### config.mk
export PLATFORM = sky130hd
export DESIGN_NAME = baas_alu
export DESIGN_NICKNAME = d
export VERILOG_FILES = /design/src/baas_pkg.sv /design/src/baas_ptr_store.sv /design/src/baas_alu.sv
export SDC_FILE = /design/constraint.sdc
export NUM_CORES = 1
export LEC_CHECK = 0
export ABC_AREA = 1
export BUFFER_PORTS_ARGS = -buffer_cell sky130_fd_sc_hd__buf_4
export CAP_MARGIN = 10
export CORE_ASPECT_RATIO = 1.2
export CORE_MARGIN = 2
export CORE_UTILIZATION = 40
export DETAILED_ROUTE_END_ITERATION = 8
export SYNTH_ARGS = -nofsm -noshare
export SYNTH_HDL_FRONTEND = slang
export SYNTH_SLANG_ARGS = --single-unit
### constraint.sdc
create_clock -name clk_i -period 5.07 [get_ports clk_i]
set_input_delay 1.014 -clock clk_i [delete_from_list [all_inputs] [get_ports clk_i]]
set_output_delay 1.014 -clock clk_i [all_outputs]
set_load 0.02 [all_outputs]
### src/baas_pkg.sv
// package for the byte alu: operation codes, widths, reset values
// assumes nothing beyond a systemverilog compiler
package baas_pkg;
  localparam int DATA_W     = 8;
  localparam int PTR_W      = 16;
  localparam int ADDR_W     = 7;
  localparam int IMM6_W     = 6;
  localparam int NIB_W      = 4;
  localparam int MSB_POS    = 7;
  localparam int PTR_COUNT  = 2;
  localparam logic [DATA_W-1:0] ACC_RESET = 8'h00;
  localparam logic [PTR_W-1:0]  PTR_RESET = 16'h0000;
  localparam logic [DATA_W-1:0] ZERO_BYTE = 8'h00;
  // target selector values
  localparam logic TARGET_ACC = 1'b0;
  localparam logic TARGET_MEM = 1'b1;
  // operation codes
  typedef enum logic [2:0] {
    BAAS_OP_NONE            = 3'h0,
    BAAS_OP_AND_IMMEDIATE   = 3'h1,
    BAAS_OP_ADD_IMMEDIATE   = 3'h2,
    BAAS_OP_AND_MEMORY      = 3'h3,
    BAAS_OP_ADD_MEMORY      = 3'h4,
    BAAS_OP_ARITH_SHIFT_RIGHT = 3'h5,
    BAAS_OP_ADD_MEMORY_WITH_CARRY = 3'h6,
    BAAS_OP_POINTER_ADD_IMMEDIATE = 3'h7
  } baas_op_type;
endpackage

### src/baas_ptr_store.sv
// pointer pair store: two 16-bit pointers, read data driven straight from the storage registers
// assumes one write per cycle from the alu on the same clock
`timescale 1ns/1ns
module baas_ptr_store
  import baas_pkg::*;
(
  input  wire logic             clk_i,
  input  wire logic             srst_i,
  input  wire logic             wr_en_i,
  input  wire logic             wr_sel_i,
  input  wire logic [PTR_W-1:0] wr_data_i,
  output logic      [PTR_W-1:0] ptr0_o,
  output logic      [PTR_W-1:0] ptr1_o
);
  logic [PTR_W-1:0] mem_reg [PTR_COUNT];

  // storage and combinational read
  always_ff @(posedge clk_i) begin
    if (srst_i) begin
      mem_reg[0] <= PTR_RESET;
      mem_reg[1] <= PTR_RESET;
    end else if (wr_en_i) begin
      mem_reg[wr_sel_i] <= wr_data_i;
    end
  end

  assign ptr0_o = mem_reg[0];
  assign ptr1_o = mem_reg[1];
endmodule

### src/baas_alu.sv
// byte alu: seven operations on accumulator, memory operand and pointers
// assumes memory data for the given address arrive in the issuing cycle
`timescale 1ns/1ns
module baas_alu
  import baas_pkg::*;
(
  input  wire logic                         clk_i,
  input  wire logic                         srst_i,
  input  wire logic                         op_valid_i,
  input  wire baas_pkg::baas_op_type        op_i,
  input  wire logic [baas_pkg::DATA_W-1:0]  imm_i,
  input  wire logic                         ptr_sel_i,
  input  wire logic [baas_pkg::ADDR_W-1:0]  mem_addr_i,
  input  wire logic [baas_pkg::DATA_W-1:0]  mem_rdata_i,
  input  wire logic                         target_i,
  output logic      [baas_pkg::DATA_W-1:0]  acc_o,
  output logic                              carry_o,
  output logic                              half_sum_overflow_bit_o,
  output logic                              zero_o,
  output logic                              mem_we_o,
  output logic      [baas_pkg::ADDR_W-1:0]  mem_waddr_o,
  output logic      [baas_pkg::DATA_W-1:0]  mem_wdata_o,
  output logic      [baas_pkg::PTR_W-1:0]   pointer_pair0_o,
  output logic      [baas_pkg::PTR_W-1:0]   pointer_pair1_o,
  output logic                              done_o
);
  import baas_pkg::*;

  // 8-bit add with carry in; returns {carry7, half carry, sum}
  function automatic logic [DATA_W+1:0] add8(
    input logic [DATA_W-1:0] a,
    input logic [DATA_W-1:0] b,
    input logic              cin
  );
    logic [NIB_W:0]  lo;
    logic [DATA_W:0] full;
    lo   = {1'b0, a[NIB_W-1:0]} + {1'b0, b[NIB_W-1:0]} + {4'h0, cin};
    full = {1'b0, a} + {1'b0, b} + {8'h00, cin};
    return {full[DATA_W], lo[NIB_W], full[DATA_W-1:0]};
  endfunction

  // a memory-operand op whose selector points back at memory
  function automatic logic dest_is_mem(
    input logic is_mem,
    input logic target
  );
    return is_mem && (target == TARGET_MEM);
  endfunction

  logic [DATA_W-1:0] acc_reg;
  logic              carry_reg;
  logic              half_reg;
  logic              zero_reg;
  logic              mem_we_reg;
  logic [ADDR_W-1:0] mem_waddr_reg;
  logic [DATA_W-1:0] mem_wdata_reg;
  logic              done_reg;
  logic [PTR_W-1:0]  ptr0_w;
  logic [PTR_W-1:0]  ptr1_w;

  // operand selection and arithmetic
  wire [DATA_W-1:0] opnd_w   = (op_i == BAAS_OP_AND_IMMEDIATE ||
                                op_i == BAAS_OP_ADD_IMMEDIATE) ?
                               imm_i : mem_rdata_i;
  wire              cin_w    = (op_i == BAAS_OP_ADD_MEMORY_WITH_CARRY) ?
                               carry_reg : 1'b0;
  wire [DATA_W+1:0] sum_w    = add8(acc_reg, opnd_w, cin_w);
  wire [DATA_W-1:0] and_w    = acc_reg & opnd_w;
  wire [DATA_W-1:0] asr_w    = {mem_rdata_i[MSB_POS],
                                mem_rdata_i[MSB_POS:1]};

  // pointer add: sign extend, 16-bit sum drops the overflow bit
  wire [PTR_W-1:0]  ptr_cur_w = ptr_sel_i ? ptr1_w : ptr0_w;
  wire [PTR_W-1:0]  imm_ext_w = {{(PTR_W-IMM6_W){imm_i[IMM6_W-1]}},
                                 imm_i[IMM6_W-1:0]};
  wire [PTR_W-1:0]  ptr_sum_w = ptr_cur_w + imm_ext_w;
  wire              ptr_we_w  = op_valid_i &&
                                op_i == BAAS_OP_POINTER_ADD_IMMEDIATE;

  // result and flag selection per operation
  logic [DATA_W-1:0] res_w;
  logic              is_mem_w;
  logic              upd_c_w;
  logic              upd_dc_w;
  logic              upd_z_w;
  logic              c_w;
  always_comb begin
    res_w    = ZERO_BYTE;
    is_mem_w = 1'b0;
    upd_c_w  = 1'b0;
    upd_dc_w = 1'b0;
    upd_z_w  = 1'b0;
    c_w      = sum_w[DATA_W+1];
    case (op_i)
      BAAS_OP_AND_IMMEDIATE: begin
        res_w   = and_w;
        upd_z_w = 1'b1;
      end
      BAAS_OP_ADD_IMMEDIATE: begin
        res_w    = sum_w[DATA_W-1:0];
        upd_c_w  = 1'b1;
        upd_dc_w = 1'b1;
        upd_z_w  = 1'b1;
      end
      BAAS_OP_AND_MEMORY: begin
        res_w    = and_w;
        is_mem_w = 1'b1;
        upd_z_w  = 1'b1;
      end
      BAAS_OP_ADD_MEMORY, BAAS_OP_ADD_MEMORY_WITH_CARRY: begin
        res_w    = sum_w[DATA_W-1:0];
        is_mem_w = 1'b1;
        upd_c_w  = 1'b1;
        upd_dc_w = 1'b1;
        upd_z_w  = 1'b1;
      end
      BAAS_OP_ARITH_SHIFT_RIGHT: begin
        res_w    = asr_w;
        is_mem_w = 1'b1;
        upd_c_w  = 1'b1;
        upd_z_w  = 1'b1;
        c_w      = mem_rdata_i[0];
      end
      default: begin
        res_w = ZERO_BYTE; // pointer add and none touch no flag
      end
    endcase
  end

  // issue and result routing
  wire go_w      = op_valid_i && op_i != BAAS_OP_NONE;
  wire to_mem_w  = go_w && dest_is_mem(is_mem_w, target_i);
  wire to_acc_w  = go_w && op_i != BAAS_OP_POINTER_ADD_IMMEDIATE &&
                   !dest_is_mem(is_mem_w, target_i);

  // flag write enables; untouched flags keep their value
  wire upd_carry_w = go_w && upd_c_w;
  wire upd_half_w  = go_w && upd_dc_w;
  wire upd_zero_w  = go_w && upd_z_w;
  wire zero_res_w  = (res_w == ZERO_BYTE); // zero from the routed result

  // accumulator, written only when the result is routed to it
  always_ff @(posedge clk_i) begin
    if (srst_i) begin
      acc_reg <= ACC_RESET;
    end else if (to_acc_w) begin
      acc_reg <= res_w;
    end
  end

  // carry: carry out of bit 7, or the bit shifted out
  always_ff @(posedge clk_i) begin
    if (srst_i) begin
      carry_reg <= 1'b0;
    end else if (upd_carry_w) begin
      carry_reg <= c_w;
    end
  end

  // half flag: carry out of bit 3, kept by shifts and ands
  always_ff @(posedge clk_i) begin
    if (srst_i) begin
      half_reg <= 1'b0;
    end else if (upd_half_w) begin
      half_reg <= sum_w[DATA_W];
    end
  end

  // zero flag: set on an all-zero result, cleared otherwise
  always_ff @(posedge clk_i) begin
    if (srst_i) begin
      zero_reg <= 1'b0;
    end else if (upd_zero_w) begin
      zero_reg <= zero_res_w;
    end
  end

  // memory write-back and completion strobe
  always_ff @(posedge clk_i) begin
    if (srst_i) begin
      mem_we_reg    <= 1'b0;
      mem_waddr_reg <= '0;
      mem_wdata_reg <= ZERO_BYTE;
      done_reg      <= 1'b0;
    end else begin
      mem_we_reg    <= to_mem_w;
      mem_waddr_reg <= mem_addr_i;
      mem_wdata_reg <= res_w;
      done_reg      <= go_w;
    end
  end

  baas_ptr_store u_ptr (
    .clk_i     (clk_i),
    .srst_i    (srst_i),
    .wr_en_i   (ptr_we_w),
    .wr_sel_i  (ptr_sel_i),
    .wr_data_i (ptr_sum_w),
    .ptr0_o    (ptr0_w),
    .ptr1_o    (ptr1_w)
  );

  assign acc_o                   = acc_reg;
  assign carry_o                 = carry_reg;
  assign half_sum_overflow_bit_o = half_reg;
  assign zero_o                  = zero_reg;
  assign mem_we_o                = mem_we_reg;
  assign mem_waddr_o             = mem_waddr_reg;
  assign mem_wdata_o             = mem_wdata_reg;
  assign pointer_pair0_o         = ptr0_w;
  assign pointer_pair1_o         = ptr1_w;
  assign done_o                  = done_reg;
endmodule

After elaboration in Yosys (flattened, before gate mapping)
Memory sizes are Yosys's and may differ from the RTL's.
Cells that the tools add are included.
{"block": "totals", "output_inout_bits": 60, "mem_count": 1, "regBits": 28, "ramBits": 32, "input_bits": 31, "wordCells": 59}
{"block": "classes", "eq_ne": 8, "muxes": 17, "add_sub_neg": 5, "reduce_logical": 19, "bitwise_logic": 1}
{"name": "u_ptr.mem_reg", "depth": 2, "width": 16, "read_ports": 2, "rd_clocked_by_memory_dff": 0, "wr": 2, "line": "baas_ptr_store.sv:15", "rtl": "logic [PTR_W-1:0] mem_reg [PTR_COUNT];"}
{"op": "16-bit 2-to-1 mux", "count": 2}
{"op": "8-bit case mux with 3 select lines", "count": 1}
{"op": "16-bit adder", "count": 1}
{"op": "16-bit OR reduction", "count": 1}
{"op": "1-bit 2-to-1 mux", "count": 13}
{"op": "3-bit == test, second input constant", "count": 4}
{"op": "8-bit by 8-bit adder with 9-bit output", "count": 1}
{"op": "9-bit by 1-bit adder with 9-bit output", "count": 1}
{"op": "1-bit logical AND", "count": 9}
{"op": "8-bit bitwise AND", "count": 1}
{"op": "8-bit zero test", "count": 1}
{"op": "8-bit 2-to-1 mux", "count": 1}
{"op": "4-bit OR reduction", "count": 2}
{"op": "3-bit by 2-bit == test with 1-bit output, second input constant", "count": 2}
{"op": "6-bit OR reduction", "count": 1}
{"op": "4-bit by 4-bit adder with 5-bit output", "count": 1}
{"op": "5-bit by 1-bit adder with 5-bit output", "count": 1}
{"op": "3-bit by 1-bit == test with 1-bit output, second input constant", "count": 1}
{"op": "3-bit inequality test, second input constant", "count": 1}
{"op": "3-bit nonzero test", "count": 1}
{"op": "3-bit OR reduction", "count": 1}
{"op": "2-bit OR reduction", "count": 1}
{"op": "1-bit zero test", "count": 1}
{"op": "1-bit logical OR", "count": 1}

Logic depth before layout (Yosys ltp)
Gate-level depths: netlist of the first run.
{"block": "logic_depth", "ltp_word": 7, "mapped_depth": 20, "ltp_nobuf": 20}

By module
Synthesis of the first run repeated with hierarchy kept, for this count alone.
{"block": "hier_totals", "cells_unflattened": 474, "area_unflattened_um2": 3781.1}
{"module": "baas_alu", "instances": 1, "seq_area_each_um2": 560.5, "area_per_inst_um2": 2580.0, "cells_per_inst": 386}
{"module": "baas_ptr_store", "instances": 1, "seq_area_each_um2": 960.9, "area_per_inst_um2": 1201.2, "cells_per_inst": 88}

Least setup slack after synthesis of the first run
OpenSTA, ideal clock, no wires.
{"block": "synth_path", "path_kind": "input-to-reg", "from": "input port op_i[0]", "to": "register zero_reg, in the netlist zero_o", "stages": 16, "arrival_ns": 3.199, "n_path_buf": 1, "required_ns": 4.999, "setup_ns": 0.071, "setup_slack_ns": 1.801, "cell_sequence": "nand2_1 -> inv_2 -> nor2_1 -> o21ai_2 -> buf_2 -> a21oi_1 -> fa_1 -> inv_1 -> fa_1 -> xor2_1 -> nor2_1 -> nor2_1 -> nand3_1 -> nor3_2 -> nand3_1 -> a21oi_1"}
{"block": "synth_via", "elab_chain_cells": 7, "word_cells_on_any_way": 21, "cone_classes": "add/sub: 2; eq/ne: 6; mux: 4; bitwise: 1; reduce/logical: 8"}
{"element": "from (decl)", "line": "baas_alu.sv:10", "rtl": "input wire baas_pkg::baas_op_type op_i,"}
{"element": "3-bit by 1-bit == test with 1-bit output or 3-bit by 2-bit == test with 1-bit output (tied branches)", "line": "baas_alu.sv:62, baas_alu.sv:94, baas_alu.sv:63"}
{"element": "1-bit logical OR", "line": "baas_alu.sv:62", "rtl": "wire [DATA_W-1:0] opnd_w = (op_i == BAAS_OP_AND_IMMEDIATE ||"}
{"element": "8-bit 2-to-1 mux", "line": "baas_alu.sv:63", "rtl": "op_i == BAAS_OP_ADD_IMMEDIATE) ?"}
{"element": "8-bit by 8-bit adder with 9-bit output", "line": "baas_alu.sv:38", "rtl": "full = {1'b0, a} + {1'b0, b} + {8'h00, cin};"}
{"element": "9-bit by 1-bit adder with 9-bit output", "line": "baas_alu.sv:38"}
{"element": "8-bit case mux with 3 select lines", "line": "baas_alu.sv:94", "rtl": "case (op_i)"}
{"element": "8-bit zero test", "line": "baas_alu.sv:140", "rtl": "wire zero_res_w = (res_w == ZERO_BYTE);"}
{"element": "to (signal assigned)", "line": "baas_alu.sv:174", "rtl": "zero_reg <= zero_res_w;"}
{"element": "to (decl)", "line": "baas_alu.sv:53", "rtl": "logic zero_reg;"}
Parallel ways exist; a longest one is shown, timed or not.
A chain may end at the register's enable or synchronous reset.

==> results of run 1 <==
-- synthesized netlist by cell type (2+ instances only) --
library cell | n | area share, %
a21oi_1 | 27 | 3.7
a31oi_1 | 2 | 0.34
buf_2 | 4 | 0.54
clkbuf_1 | 5 | 0.51
dfxtp_1 | 28 | 15
edfxtp_1 | 32 | 26
fa_1 | 3 | 1.6
ha_1 | 23 | 7.8
inv_1 | 63 | 6.4
inv_2 | 11 | 1.1
mux2_2 | 2 | 0.61
nand2_1 | 126 | 13
nand3_1 | 23 | 3.1
nand3_2 | 2 | 0.54
nand3b_1 | 4 | 0.82
nand4_1 | 4 | 0.68
nand4_4 | 2 | 1.2
nor2_1 | 65 | 6.6
nor3_1 | 4 | 0.54
o211ai_1 | 5 | 1.0
o21ai_0 | 13 | 1.8
o21ai_1 | 2 | 0.27
o21bai_1 | 2 | 0.41
o22ai_1 | 2 | 0.34
xnor2_1 | 6 | 1.4
xor2_1 | 8 | 1.9
-- through the flow --
stage / total power (uW) / area (um^2)
floorplan: 794 / 3680
global placement: 908 / 4460
detailed placement: 910 / 4460
CTS: 1280 / 4630
global route: 1340 / 4630
finish: 1270 / 4630
-- worst paths after layout --
kind,startpoint,end,slack [ns],cells after the start
setup / recovery,ptr_sel_i,u_ptr.mem_reg[1][9]$_SDFFCE_PN0P_,1.72,15
hold / removal,carry_o$_SDFFE_PP0P_,carry_o$_SDFFE_PP0P_,0.51,2
setup reg to reg,u_ptr.mem_reg[1][1]$_SDFFCE_PN0P_,u_ptr.mem_reg[1][9]$_SDFFCE_PN0P_,2.55,13
hold reg to reg,carry_o$_SDFFE_PP0P_,carry_o$_SDFFE_PP0P_,0.51,2
-- worst max-delay path, delay by kind of cell --
| kind | cells | cell delay (ns) |
|---|---|---|
| AO/OA/AOI/OAI | 3 | 0.53 |
| adder cells (fa/ha/maj) | 1 | 0.28 |
| buffers and inverters | 3 | 0.62 |
| AND/OR/NAND/NOR | 8 | 0.98 |
-- power by group --
| group | internal (uW) | switching, uW |
|---|---|---|
| Sequential | 539 | 15.8 |
| Combinational | 133 | 212 |
| Clock | 188 | 179 |
-- layout make-up --
cell class              instances  area (um^2)  area share [%]
clock inverters                 3         13.8           0.297
repair buffers                 91          683            14.8
multi-input cells             334         1830            39.5
clock buffers                  13          149            3.22
inverters                      75          282            6.08
flip-flops and latches         60         1520            32.9
well taps                     120          150            3.24
-- per-layer routing --
layer / vias up / GRT usage (%) / wire [um]
li1: 1724 / - / -
met1: 1528 / 23.5 / 4110
met2: 105 / 33.1 / 4570
met3: 23 / 4.98 / 548
met4: 0 / 9.42 / 265
met5: - / 0 / 0
-- logic make-up after synthesis --
group | Yosys count | share of synthesized area, %
muxes | 2 | 0.612
DFF | 60 | 41.3
and+or+nand+nor | 233 | 27.0
xor gates and xnor gates | 14 | 3.33
AOI/OAI and AO/OA | 59 | 9.31
buffers and inverters | 85 | 9.01
adders and majority gates | 26 | 9.45
==> results.md, run 1 <==
- Reg clk slew, reported paths: 0.07 ns
- Synth warnings: 0
- Setup violators final: 0
- Max clock buf depth: 2
- PostCTS Resize Cnt: 0
- Synthesized area per cell: 7.68 um^2
- Period utilization: between 60% and 70%
- Global placer's final weighted congestion: just over 0.9
- Status: finished, final reports clean
- DRT Pass-1 Iters: 5
- Crit-path cells: buf_4 -> clkinv_1 -> or2_2 -> o21ai_0 -> inv_1 -> ha_1 -> nand3_1 -> nand2_1 -> a21boi_1 -> o21ai_0 -> nand3_1 -> nand2_1 -> nand2_1 -> nand2_1 -> nor2_1
- CTS buffer count: 9
- CTS tree: built
- Syn Nets: about 540
- Final min period: around 3.3 ns
- Max Clk Rate: 299 MHz
- Slowest stage cell on the critical path: or2_2
- Max reg flops: 32
- Routed vias/inst: 4.86
- Port-buffer cells: 90
- Worst vdd ir: 171 uV
- Slew Viols, Final: 0
- EDFF count, synth: 32
- Hold_buf cts: 0
- CP endpoint kind: flip-flop
- Hold_ws: 0.506 ns
- Most used cell, CP: nand2_1
- Boundary Pins: 91
- Area Overhead vs Synth: 25.7%
- Final #Nets: 628
- Fin util: between 50% and 60%
- Post-route clock skew: 0.00820 ns
- Die X-Extent: roughly 92 um
- Rel. slew slack: 45.1%
- Async SR Flop Fraction: 0%
- Measured slew at the worst slew-check pin: around 0.82 ns
- # rows: 38
- Commonest non-fill, non-tap cell in the layout: nand2_1
- Total Wirelength: 9490 um
- Tot GR Track Use: 19.7%
- CP arrival: 3.44 ns
- Clock root cell: clkbuf_8
- Hold Path Class: flip-flop to flip-flop
- Netlist cell types: 37
- Register bit total from synthesis: 60
- Final hold violations: 0
- Cells after DPL: 680
- Core Area: 8990 um^2
- Commonest cells after routing, fill and taps aside: nand2_1 (126), buf_4 (91), nor2_1 (65)
- Worst-Skew Late Latency: 0.34 ns
- Unrepaired setup endpoints after global routing: no
- Initial DRC count: about 160
- Share of layout cells above drive strength 1: 21.7%
- Largest net degree at the start of global routing: 21
- Critical Path Fanout Max: 18
- Crit-path max cell delay: 0.35 ns
- Pwr/cell area: roughly 270 nW/um^2
- Pre-CTS setup slack: 1.33 ns
- Fillers: 883
- Synthesized area: 3680 um^2
- Max-cap viol count: 0
- Vias: about 3.4k
- Antenna viol nets, final: 0
- H-tree depth: 3
- Die area: 9990 um^2
- Crit path kind: input port to flip-flop
- Drt wl/cell: 13.6 um
- Vias in the first global route: 3315
- Hpwl dp: 7270 um
- WP data required: 5.16 ns
- Setup Fix Bufs, Post-CTS: 0
- Die H: roughly 110 um
- Diode count: 0
- Global-route wire length before repair: approximately 15000 um
- Initial core utilization: 41.0%
- Gr ovfl total: 0
- Leak: 0.00236 uW
- Setup TNS Final: 0 ns
- Primary FF master, synth: edfxtp_1
- Worst Slack Setup Final: 1.72 ns
- Cells after Synth: 479
- Initial antenna violation count: 0
- Clock Sink Count: 60
- DR DRC count: 0
- Final Instance Count excl. Fillers: around 700
- Post-synthesis sequential area ratio: 41.3%
- Startpoint Class: input port
No activity file was read; power rests on OpenSTA's default activity.
==> inputs of run 2 (changes only) <==
==> constraint.sdc (replaced) <==
create_clock -name clk_i -period 3.1 [get_ports clk_i]
set_input_delay 0.62 -clock clk_i [delete_from_list [all_inputs] [get_ports clk_i]]
set_output_delay 0.62 -clock clk_i [all_outputs]
set_load 0.02 [all_outputs]
==> results.md, run 2 (synthesized netlist as in run 1, its figures left out) <==
- Flop-to-flop setup slack: 0.67 ns (was 2.55 ns)
- Design Area, Final: 4780 um^2 (was 4630 um^2)
- DP Area: 4550 um^2 (was 4460 um^2)
- FF+latch area: 1520 um^2 (unchanged)
- Fillers: 867 (was 883)
- Share of layout cells above drive strength 1: 24.0% (was 21.7%)
- Post-route clock skew: 0.0104 ns (was 0.00820 ns)
- Leak: 0.00244 uW (was 0.00236 uW)
- Diode count: 0 (unchanged)
- Hold_buf cts: 0 (unchanged)
- Final #Nets: 640 (was 628)
- Clock root cell: clkbuf_8 (unchanged)
- CTS tree: built (unchanged)
- # rows: 38 (unchanged)
- DR DRC count: 0 (unchanged)
- Initial core utilization: 41.0% (unchanged)
- Global placer's final weighted congestion: 0.943 (was 0.920)
- Worst-Skew Late Latency: 0.35 ns (was 0.34 ns)
- Max-cap viol count: 0 (unchanged)
- Unrepaired setup endpoints after global routing: no (unchanged)
- Routed vias/inst: 4.84 (was 4.86)
- Initial DRC count: 138 (was 162)
- CTS buffer count: 9 (unchanged)
- Critical Path Fanout Max: 7 (was 18)
- CP endpoint kind: flip-flop (unchanged)
- Die area: 9990 um^2 (unchanged)
- Rel. slew slack: 69.3% (was 45.1%)
- Tot GR Track Use: 20.3% (was 19.7%)
- Area of the multi-input gates: 1830 um^2 (about the same)
- Hold_ws: 0.472 ns (was 0.506 ns)
- Die H: 109 um (unchanged)
- Crit-path max cell delay: 0.40 ns (was 0.35 ns)
- Fin util: 53.2% (was 51.5%)
- Die X-Extent: 91.6 um (unchanged)
- Reg clk slew, reported paths: 0.06 ns (was 0.07 ns)
- Boundary Pins: 91 (unchanged)
- Slowest stage cell on the critical path: fa_1 (was or2_2)
- PostCTS Resize Cnt: 0 (unchanged)
- Setup Fix Bufs, Post-CTS: 0 (unchanged)
- Crit path kind: input port to flip-flop (unchanged)
- Hpwl dp: 7400 um (was 7270 um)
- Area Overhead vs Synth: 29.8% (was 25.7%)
- Startpoint Class: input port (unchanged)
- Status: finished, final reports clean (unchanged)
- Antenna viol nets, final: 0 (unchanged)
- Setup violators final: 0 (unchanged)
- Vias: 3425 (was 3380)
- Crit-path cells: buf_4 -> nand2_1 -> inv_2 -> nor2_2 -> o21ai_2 -> a21oi_2 -> fa_1 -> inv_1 -> fa_1 -> inv_1 -> nand3_1 -> nand2_1 -> nand2_1 -> nand3_1 -> nand2_1 -> nor3_2 -> nand3_1 -> a21oi_1 (was buf_4 -> clkinv_1 -> or2_2 -> o21ai_0 -> inv_1 -> ha_1 -> nand3_1 -> nand2_1 -> a21boi_1 -> o21ai_0 -> nand3_1 -> nand2_1 -> nand2_1 -> nand2_1 -> nor2_1)
- Most used cell, CP: nand2_1 (unchanged)
- WP data required: 3.38 ns (was 5.16 ns)
- Max clock buf depth: 2 (unchanged)
- Vias in the first global route: 3428 (was 3315)
- Core Area: 8990 um^2 (unchanged)
- Commonest cells after routing, fill and taps aside: nand2_1 (126), buf_4 (103), nor2_1 (64) (was nand2_1 (126), buf_4 (91), nor2_1 (65))
- Total Wirelength: 9590 um (was 9490 um)
- Commonest non-fill, non-tap cell in the layout: nand2_1 (unchanged)
- Measured slew at the worst slew-check pin: 0.460 ns (was 0.822 ns)
- Pwr/cell area: 472 nW/um^2 (was 274 nW/um^2)
- Global-route wire length before repair: 15800 um (was 15400 um)
- Final min period: 2.76 ns
- Overall power: 2260 uW (was 1270 uW)
- Drt wl/cell: 13.5 um (was 13.6 um)
- Largest net degree at the start of global routing: 21 (unchanged)
- Max reg flops: 32 (unchanged)
- Clock Sink Count: 60 (unchanged)
- Hold Path Class: flip-flop to flip-flop (unchanged)
- Worst vdd ir: 292 uV (was 171 uV)
- Period utilization: around nine tenths
- DRT Pass-1 Iters: 4 (was 5)
- Max Clk Rate: between 300 and 400 MHz
- CP arrival: 3.04 ns (was 3.44 ns)
- Gr ovfl total: 0 (unchanged)
- Slew Viols, Final: 0 (unchanged)
- Initial antenna violation count: 0 (unchanged)
- Final hold violations: 0 (unchanged)
- Port-buffer cells: 90 (unchanged)
- H-tree depth: 3 (unchanged)
==> run 2: routing by layer <==
metal / GRT usage (%) / vias up / share of wire, %
met5: 0 / - / 0
met4: 7.25 / 0 / 2.1
met3: 5.60 / 20 / 5.6
met2: 35.3 / 95 / 50
met1: 24.1 / 1563 / 43
li1: - / 1747 / -
==> run 2: where the power goes <==
part           leakage (uW)  switching (uW)  total, uW  internal [uW]
Clock              0.000110             307        768            460
Combinational       0.00177             351        581            230
Sequential         0.000562            26.5        907            880
==> run 2: path summary, 6_finish.rpt <==
path / start / to / cells past startpoint
hold / removal: zero_o$_SDFFE_PP0P_ / zero_o$_SDFFE_PP0P_ / 2
hold reg to reg: zero_o$_SDFFE_PP0P_ / zero_o$_SDFFE_PP0P_ / 2
setup / recovery: op_i[0] / zero_o$_SDFFE_PP0P_ / 18
setup reg to reg: u_ptr.mem_reg[1][1]$_SDFFCE_PN0P_ / u_ptr.mem_reg[1][9]$_SDFFCE_PN0P_ / 13
==> run 2: area by class of cell <==
type / count / share of cell area [%]
clock buffers: 15 / 3.90
multi-input cells: 334 / 38.4
clock inverters: 1 / 0.629
well taps: 120 / 3.14
inverters: 75 / 5.89
flip-flops and latches: 60 / 31.8
repair buffers: 103 / 16.2
==> run 2: worst max-delay path: cells and delay by family <==
family / cells / cell delay [ns]
AND/OR/NAND/NOR: 9 / 0.96
adder cells (fa/ha/maj): 2 / 0.64
AO/OA/AOI/OAI: 3 / 0.45
buffers and inverters: 4 / 0.37
==> run 2: per-stage QoR <==
stage	cells	setup slack, ns	TNS [ns]
after floorplan	479	0.225	0
after global placement	692	-0.0779	-0.0779
after detailed placement	692	-0.119	-0.127
after CTS	708	0.238	0
after global routing	708	0.0798	0
final	708	0.336	0
